`config.mk`:
```
export PLATFORM = sky130hd
export DESIGN_NAME = pbs_seq
export DESIGN_NICKNAME = d
export VERILOG_FILES = /design/src/pkg/pbs_pkg.sv /design/src/core/pbs_fifo.sv /design/src/core/pbs_seq.sv
export VERILOG_INCLUDE_DIRS = /design/src /design/src/pkg
export SDC_FILE = /design/constraint.sdc
export NUM_CORES = 1
export LEC_CHECK = 0
export BUFFER_PORTS_ARGS = -buffer_cell sky130_fd_sc_hd__buf_4
export CAP_MARGIN = 0
export CORE_AREA = 10 10 301 303
export DETAILED_ROUTE_END_ITERATION = 8
export DIE_AREA = 0 0 311 313
export HOLD_SLACK_MARGIN = 0.12
export PLACE_DENSITY = 0.81
export SYNTH_ARGS = -nofsm -noshare
export SYNTH_HDL_FRONTEND = slang
export SYNTH_SLANG_ARGS = --single-unit
```
`constraint.sdc`:
```
create_clock -name pclk -period 7.1 [get_ports pclk]
set_clock_uncertainty 0.05 [all_clocks]
set_input_delay 1.42 -clock pclk [delete_from_list [all_inputs] [get_ports pclk]]
set_output_delay 1.42 -clock pclk [all_outputs]
set_load 0.005 [all_outputs]
```
`src/pkg/pbs_consts.svh`:
```
// Constants for the burst address sequencer: offsets, fields, resets, sizes
`ifndef PBS_CONSTS_SVH
`define PBS_CONSTS_SVH

// ----------------------------------------
// Register byte offsets
// ----------------------------------------
`define PBS_CFG_OFS    8'h00
`define PBS_STAT_OFS   8'h04
`define PBS_ADDR_OFS   8'h08
`define PBS_START_OFS  8'h0C

// ----------------------------------------
// Field positions and reset values
// ----------------------------------------
`define PBS_HYB_BIT    2
`define PBS_CFG_RST    3'h7
`define PBS_ST_BUSY    0
`define PBS_ST_LIN     1
`define PBS_ST_OVR     2
`define PBS_BT_BIT     45

// ----------------------------------------
// Sizes and counts
// ----------------------------------------
`define PBS_CA_LAST    3'h5
`define PBS_FIFO_W     32
`define PBS_FIFO_D     32
`define PBS_FIFO_AW    5

`endif

```
`src/pkg/pbs_pkg.sv`:
```
// Types shared by the burst address sequencer
package pbs_pkg;

	// Link phase of the sequencer
	typedef enum logic [1:0]
	{
		PBS_IDLE,
		PBS_CMD,
		PBS_BURST
	} pbs_state_t;

endpackage

```
`src/core/pbs_fifo.sv`:
```
// Word FIFO between the link sequencer and the register bus
`timescale 1ns/1ns
`default_nettype none

module pbs_fifo
	import pbs_pkg::*;
#(
	parameter int W  = 32,
	parameter int D  = 32,
	parameter int AW = 5
)
(
	// Clock and reset
	input  wire logic          pclk,
	input  wire logic          presetn,
	// Fill side
	input  wire logic          in_valid,
	output logic               in_ready,
	input  wire logic [W-1:0]  in_data,
	// Drain side
	output logic               out_valid,
	input  wire logic          out_ready,
	output logic      [W-1:0]  out_data,
	// Fill level
	output logic      [AW:0]   level
);

	logic [W-1:0]  mem_ff [D];
	logic [AW-1:0] wptr_ff;
	logic [AW-1:0] rptr_ff;
	logic [AW:0]   cnt_ff;
	logic          push;
	logic          pop;

	// Full and empty come straight from the count
	assign in_ready  = (cnt_ff != (AW+1)'(D));
	assign out_valid = (cnt_ff != '0);
	assign push      = in_valid & in_ready;
	assign pop       = out_valid & out_ready;
	assign out_data  = mem_ff[rptr_ff];
	assign level     = cnt_ff;

	// Storage, written by index
	always_ff @(posedge pclk)
	begin
		if (push)
			mem_ff[wptr_ff] <= in_data;
	end

	// Pointers and count
	always_ff @(posedge pclk or negedge presetn)
	begin
		if (!presetn)
		begin
			wptr_ff <= '0;
			rptr_ff <= '0;
			cnt_ff  <= '0;
		end
		else
		begin
			if (push)
				wptr_ff <= wptr_ff + 1'b1;
			if (pop)
				rptr_ff <= rptr_ff + 1'b1;
			cnt_ff <= cnt_ff + (AW+1)'(push) - (AW+1)'(pop);
		end
	end

endmodule // pbs_fifo

`default_nettype wire

```
`src/core/pbs_seq.sv`:
```
// Burst address sequencer: link capture, wrap logic, APB registers
`timescale 1ns/1ns
`default_nettype none
`include "pbs_consts.svh"

module pbs_seq
	import pbs_pkg::*;
(
	// Clock and reset
	input  wire logic        pclk,
	input  wire logic        presetn,
	// APB slave
	input  wire logic        psel,
	input  wire logic        penable,
	input  wire logic        pwrite,
	input  wire logic [7:0]  paddr,
	input  wire logic [31:0] pwdata,
	output logic             pready,
	output logic      [31:0] prdata,
	output logic             pslverr,
	// Link pins, asynchronous to pclk
	input  wire logic        link_ck,
	input  wire logic        cs_n,
	input  wire logic [7:0]  dq_in
);

	// ----------------------------------------
	// Link input synchronisers
	// ----------------------------------------
	logic [9:0] sync1_ff;
	logic [9:0] sync2_ff;
	logic       ck_q_ff;
	logic       cs_q_ff;
	logic       ck_s;
	logic       cs_n_s;
	logic [7:0] dq_s;
	logic       ck_edge;
	logic       ck_rise;
	logic       cs_fall;

	// Two stages; the first is read by the second only
	always_ff @(posedge pclk or negedge presetn)
	begin
		if (!presetn)
		begin
			sync1_ff <= 10'h200;
			sync2_ff <= 10'h200;
		end
		else
		begin
			sync1_ff <= {cs_n, link_ck, dq_in};
			sync2_ff <= sync1_ff;
		end
	end

	assign cs_n_s = sync2_ff[9];
	assign ck_s   = sync2_ff[8];
	assign dq_s   = sync2_ff[7:0];

	// Edge finders look at the synchronised copy
	always_ff @(posedge pclk or negedge presetn)
	begin
		if (!presetn)
		begin
			ck_q_ff <= 1'b0;
			cs_q_ff <= 1'b1;
		end
		else
		begin
			ck_q_ff <= ck_s;
			cs_q_ff <= cs_n_s;
		end
	end

	assign ck_edge = (ck_s != ck_q_ff);
	assign ck_rise = ck_s & ~ck_q_ff;
	assign cs_fall = cs_q_ff & ~cs_n_s;

	// ----------------------------------------
	// Configuration register
	// ----------------------------------------
	logic [2:0]  cfg_ff;
	logic        cfg_wr_ff;
	logic        ovr_ff;
	logic [31:0] start_ff;
	logic        wr_acc;
	logic        rd_setup;
	logic        pop_acc;

	assign wr_acc = psel & penable & pwrite;

	// Reset to legacy wrap of 32 bytes
	always_ff @(posedge pclk or negedge presetn)
	begin
		if (!presetn)
		begin
			cfg_ff    <= `PBS_CFG_RST;
			cfg_wr_ff <= 1'b0;
		end
		else if (wr_acc && paddr == `PBS_CFG_OFS)
		begin
			cfg_ff    <= pwdata[2:0];
			cfg_wr_ff <= 1'b1;
		end
	end

	// ----------------------------------------
	// Burst sequencer
	// ----------------------------------------
	pbs_state_t  st_ff;
	logic [47:0] ca_ff;
	logic [2:0]  nbyte_ff;
	logic [31:0] addr_ff;
	logic [5:0]  mask_ff;
	logic [5:0]  cnt_ff;
	logic        lin_ff;
	logic        hyb_ff;
	logic [31:0] nxt_addr;
	logic        nxt_lin;
	logic [31:0] mask32;
	logic [47:0] ca_full;
	logic        start;
	logic        word;
	logic        push_rdy;
	logic        push;
	logic [5:0]  dec_mask;
	logic [5:0]  fifo_lvl;
	logic [31:0] fifo_head;
	logic        fifo_valid;

	assign ca_full = {ca_ff[39:0], dq_s};
	assign start   = (st_ff == PBS_CMD) && ck_edge && !cs_n_s && nbyte_ff == `PBS_CA_LAST;
	assign word    = (st_ff == PBS_BURST) && ck_rise && !cs_n_s;
	assign push    = word & push_rdy;
	assign mask32  = {26'h0, mask_ff};

	// Group length decode, in words less one
	always_comb
	begin
		case (cfg_ff[1:0])
			2'h0:    dec_mask = 6'h3F;
			2'h1:    dec_mask = 6'h1F;
			2'h2:    dec_mask = 6'h07;
			default: dec_mask = 6'h0F;
		endcase
	end

	// Next word address for the running burst
	always_comb
	begin
		nxt_addr = addr_ff + 32'h1;
		nxt_lin  = lin_ff;
		if (!lin_ff)
		begin
			if (hyb_ff && cnt_ff == mask_ff)
			begin
				// One full wrap done: first word of the next group
				nxt_addr = (addr_ff | mask32) + 32'h1;
				nxt_lin  = 1'b1;
			end
			else
			begin
				// Only group bits advance, upper bits held
				nxt_addr = (addr_ff & ~mask32) | ((addr_ff + 32'h1) & mask32);
			end
		end
	end

	// Link phase: command bytes, then words until chip select rises
	always_ff @(posedge pclk or negedge presetn)
	begin
		if (!presetn)
			st_ff <= PBS_IDLE;
		else if (cs_n_s)
			st_ff <= PBS_IDLE;
		else
		begin
			case (st_ff)
				PBS_IDLE:
					if (cs_fall)
						st_ff <= PBS_CMD;
				PBS_CMD:
					if (start)
						st_ff <= PBS_BURST;
				PBS_BURST:
					st_ff <= PBS_BURST;
				default:
					st_ff <= PBS_IDLE;
			endcase
		end
	end

	// Command-address capture, one byte per link edge, high byte first
	always_ff @(posedge pclk or negedge presetn)
	begin
		if (!presetn)
		begin
			ca_ff    <= 48'h0;
			nbyte_ff <= 3'h0;
		end
		else if (st_ff != PBS_CMD)
			nbyte_ff <= 3'h0;
		else if (ck_edge)
		begin
			ca_ff    <= ca_full;
			nbyte_ff <= nbyte_ff + 3'h1;
		end
	end

	// Burst mode latched once per burst; config edits wait for the next
	always_ff @(posedge pclk or negedge presetn)
	begin
		if (!presetn)
		begin
			mask_ff  <= 6'h0F;
			hyb_ff   <= 1'b0;
			lin_ff   <= 1'b1;
			start_ff <= 32'h0;
		end
		else if (start)
		begin
			mask_ff  <= dec_mask;
			hyb_ff   <= ~cfg_ff[`PBS_HYB_BIT];
			lin_ff   <= ca_full[`PBS_BT_BIT];
			start_ff <= {ca_full[44:16], ca_full[2:0]};
		end
		else if (push)
			lin_ff <= nxt_lin;
	end

	// Word address and words-in-burst count
	always_ff @(posedge pclk or negedge presetn)
	begin
		if (!presetn)
		begin
			addr_ff <= 32'h0;
			cnt_ff  <= 6'h0;
		end
		else if (start)
		begin
			addr_ff <= {ca_full[44:16], ca_full[2:0]};
			cnt_ff  <= 6'h0;
		end
		else if (push)
		begin
			addr_ff <= nxt_addr;
			cnt_ff  <= cnt_ff + 6'h1;
		end
	end

	// Full FIFO stalls the sequencer; lost word is flagged, set beats clear
	always_ff @(posedge pclk or negedge presetn)
	begin
		if (!presetn)
			ovr_ff <= 1'b0;
		else if (word && !push_rdy)
			ovr_ff <= 1'b1;
		else if (wr_acc && paddr == `PBS_STAT_OFS && pwdata[`PBS_ST_OVR])
			ovr_ff <= 1'b0;
	end

	// ----------------------------------------
	// Address FIFO
	// ----------------------------------------
	pbs_fifo #(
		.W  (`PBS_FIFO_W),
		.D  (`PBS_FIFO_D),
		.AW (`PBS_FIFO_AW)
	) u_fifo (
		.pclk      (pclk),
		.presetn   (presetn),
		.in_valid  (word),
		.in_ready  (push_rdy),
		.in_data   (addr_ff),
		.out_valid (fifo_valid),
		.out_ready (pop_acc),
		.out_data  (fifo_head),
		.level     (fifo_lvl)
	);

	// ----------------------------------------
	// APB read path
	// ----------------------------------------
	logic [31:0] rdata_ff;
	logic        err_ff;

	assign rd_setup = psel & ~penable;
	assign pop_acc  = psel & penable & ~pwrite & (paddr == `PBS_ADDR_OFS) & ~err_ff;
	assign pready   = 1'b1;
	assign prdata   = rdata_ff;
	assign pslverr  = psel & penable & err_ff;

	// Read data and error are formed in the setup cycle
	always_ff @(posedge pclk or negedge presetn)
	begin
		if (!presetn)
		begin
			rdata_ff <= 32'h0;
			err_ff   <= 1'b0;
		end
		else if (rd_setup)
		begin
			rdata_ff <= 32'h0;
			err_ff   <= 1'b0;
			case (paddr)
				`PBS_CFG_OFS:
					rdata_ff <= {29'h0, cfg_ff};
				`PBS_STAT_OFS:
					rdata_ff <= {18'h0, fifo_lvl, 5'h0, ovr_ff,
						lin_ff, (st_ff != PBS_IDLE)};
				`PBS_ADDR_OFS:
				begin
					// Empty FIFO answers with an error, nothing popped
					rdata_ff <= fifo_valid ? fifo_head : 32'h0;
					err_ff   <= ~fifo_valid | pwrite;
				end
				`PBS_START_OFS:
				begin
					rdata_ff <= start_ff;
					err_ff   <= pwrite;
				end
				default:
					err_ff <= 1'b1;
			endcase
		end
	end
endmodule // pbs_seq

`default_nettype wire

```
==> summary.md <==
| Metric | Value |
|---|---|
| Crit-path most repeated cell | nand2_1 |
| CTS Hold Bufs | 0 |
| Static leakage | 16.8 nW |
| Arrival @ worst endpoint | 4340 ps |
| Iteration-0 DRC Markers | ~3.8k |
| Num CTS Buffers | between 100 and 150 |
| Detailed Route WL | ~120,000 µm |
| Detail Route Antenna Nets | 0 |
| Skew-Pair Late Insertion Delay | about 700 ps |
| CP Capture Type | register |
| CP Class | register to register |
| Post-synth EDFFs | between 1k and 1.5k |
| Overall Global Routing Usage | 24.6% |
| VDD IR max | 0.265 mV |
| Slowest CP cell | nor2_4 |
| Most common cell in the synthesized netlist | edfxtp_1 |
| Max_slew headroom | under 10% |
| Syn_nets | 2,682 |
| Worst-path maximum fanout | 18 |
| Maximum number of pins on one net before global-route repair | ~100 |
| Starting Density | 56.5% |
| Avg Inst Size Synth | approximately 18 µm² |
| Commonest cells post-synth | 1,024 x edfxtp_1, 210 x nand2_1, 185 x dfrtp_1, 185 x mux4_2, 150 x mux2i_1 |
| Post-synth top area share | about 64% |
| CTS tree | built |
| Most used flip-flop cell after synthesis | edfxtp_1 |
| Total clock sinks | about 1.2k |
| Largest area contributor in the synthesized netlist | edfxtp_1 |
| Sequential-to-total area share from yosys stat | between 70% and 80% |
| Gpl congestion | between 0.8 and 0.9 |
| CTS-repair resized insts | 0 |
| Tmin final | 4060 ps |
| Ys Warns | 0 |
| DRC | 0 |
| Setup bufs post-CTS | 0 |
| Netlist cell types | 70 |
| Area of the core | ~85,000 µm² |
| Clock slew at the register clock pins of the worst setup and hold paths | roughly 60 ps |
| Clk root buf | clkbuf_16 |
| Power density over cell area | 273 nW/µm² |
| Crit path buffers/inverters | 3 |
| Width of the chip | just over 300 µm |
| Fmax | 246 MHz |
| Top cells by area in the synthesized netlist | edfxtp_1 64%, dfrtp_1 9.7%, mux4_2 8.7% |
| CTS max path bufs | 3 |
| Antenna violations before repair | 0 |
| Yosys reg bits | ~1.2k |
| RSZ-0062 raised after global routing | false |
| Final WS setup | ~3000 ps |
| CP startpoint kind | register |
| Synth async-reset ratio | 15.9% |
| Final Non-Filler Cells | 3,947 |
| Area growth from synthesis to layout | 11.9% |
| Pre-CTS WS | ~2800 ps |
| Global route total overflow | 0 |
| Fraction of layout cells with a size suffix above 1 | 21.5% |
| H-tree depth | 3 |
| Worst-Margin Slew | around 1400 ps |
| Dpl hpwl | 67,500 µm |
| Row Count | 107 |
| Synthesized area | 47,800 µm² |
| Required time worst endpoint | around 7400 ps |
| Final #Nets | roughly 2.8k |
| Via count of the first global-routing pass | ~27k |
| First-pass GRT wire length | 179,000 µm |
| CP max stage delay | between 700 and 800 ps |
| Status | completed |
| CP top delay family | simple AND/OR/NAND/NOR gates |
| Fin. Hold Viols | 0 |
| Die Ht | about 310 µm |
| # placed instances | 3,730 |
| Post-Synthesis Cells | 2,602 |
| Vias per cell | approximately 6.7 |
| Period utilization | a little under three fifths |
| Final Max Slew Viols | 0 |
| Setup tns final | 0 ps |
| Final Setup Violations | 0 |
| First-pass detailed-route iteration total | 5 |
| IO buf count | 58 |
| Max-cap violations | 0 |
| Die ar. | 97,300 µm² |
| Critical path, cell by cell | inv_1 -> ha_1 -> nand4bb_1 -> nand2_1 -> inv_2 -> nand2_1 -> nor2_4 -> buf_4 |
| Via Count | 26.3k |
| Hold Crit Class | register to register |
| IO Count | 89 |
| Wirelength per Cell | 30.7 µm |
-- placed cells by master, fill, tap and decap left out, types with 10 or more instances in the layout --
cell type and count:
xor2_1 16, clkinv_1 22, o22ai_1 35, edfxtp_1 1024, bufinv_16 10, buf_4 124
and3_1 12, o21ai_0 40, clkbuf_16 116, o221ai_1 32, mux2_2 42, inv_1 19
nor2_1 42, mux4_2 185, clkinv_2 23, a22oi_1 63, nand3_1 35, nor2_4 32
dfrtp_1 181, clkbuf_1 26, ha_1 24, a211oi_1 18, nor3_1 16, xnor2_1 22
a22o_1 20, o21ai_1 19, nand2_1 210, a2111oi_2 15, nand4_1 18, mux2i_1 150
a21oi_1 67
-- flip-flops by register name, indices dropped and copies added (netlist names), 6 cells and up, named ones only --
name,cells
start_ff,32
sync2_ff,10
cnt_ff,6
addr_ff,29
sync1_ff,10
u_fifo.mem_ff,1024
u_fifo.level,6
ca_ff,38
prdata,32
-- cell type report --
| cell class | count | area [µm²] |
|---|---|---|
| Multi-Input combinational cell | 1221 | 11700 |
| Inverter | 20 | 75.1 |
| Tap cell | 1144 | 1430 |
| Timing Repair Buffer | 128 | 1000 |
| Sequential cell | 1217 | 35600 |
| Fill cell | 5546 | 31100 |
| Clock buffer | 151 | 3120 |
| Antenna cell | 1 | 2.50 |
| Clock inverter | 65 | 603 |
-- logic make-up after synthesis --
kind of cell               synth area share, %
DFF                                       74.4
and+or+nand+nor                           4.08
muxes                                     13.3
AOI/OAI and AO/OA                         5.07
buffers and inverters                     1.76
xor gates and xnor gates                 0.696
adders and majority gates                0.670
other                                  0.00784
-- worst register-to-register path, cell delays in order, from the launching register on --
cell	delay, ps
dfrtp_1	400
inv_1	80
ha_1	210
nand4bb_1	330
nand2_1	560
inv_2	290
nand2_1	520
nor2_4	790
buf_4	460
-- final timing paths --
check / cells after the start / to / slack [ps] / from
min in group asynchronous: 1 / ca_ff[10]$_DFFE_PN0P_ / 780 / presetn
setup / recovery: 8 / u_fifo.mem_ff[7][14]$_DFFE_PP_ / 3040 / u_fifo.level[2]$_DFF_PN0_
hold reg to reg: 0 / sync2_ff[8]$_DFF_PN0_ / 300 / sync1_ff[8]$_DFF_PN0_
hold / removal: 0 / sync2_ff[8]$_DFF_PN0_ / 300 / sync1_ff[8]$_DFF_PN0_
setup reg to reg: 8 / u_fifo.mem_ff[7][14]$_DFFE_PP_ / 3040 / u_fifo.level[2]$_DFF_PN0_
max in group asynchronous: 2 / start_ff[7]$_DFFE_PN0P_ / 4610 / presetn
-- routing by layer --
metal  routed length (µm)  share of wire, %  track usage, %
met1                42300                35            31.0
met2                60300                50            41.0
met3                12400                10            4.78
met4                 5970               4.9            11.9
met5                    0                 0               0
-- per-stage QoR --
| stage | area [µm²] | power [mW] | util, % | hold slack, ps |
|---|---|---|---|---|
| floorplan | 47800 | 8.51 | - | 281 |
| global placement | 49800 | 8.67 | 58.8 | 282 |
| detailed placement | 49800 | 8.71 | 58.8 | 285 |
| CTS | 53500 | 14.7 | 63.2 | 299 |
| global route | 53500 | 15.0 | 63.2 | 303 |
| finish | 53500 | 14.6 | 63.2 | 297 |
-- report_power, final --
part           internal [mW]  total [mW]  switching, mW
registers               7.87        8.06          0.190
clock network           3.45        6.05           2.60
logic                  0.258       0.507          0.248
(Power assumes the default switching activity.)
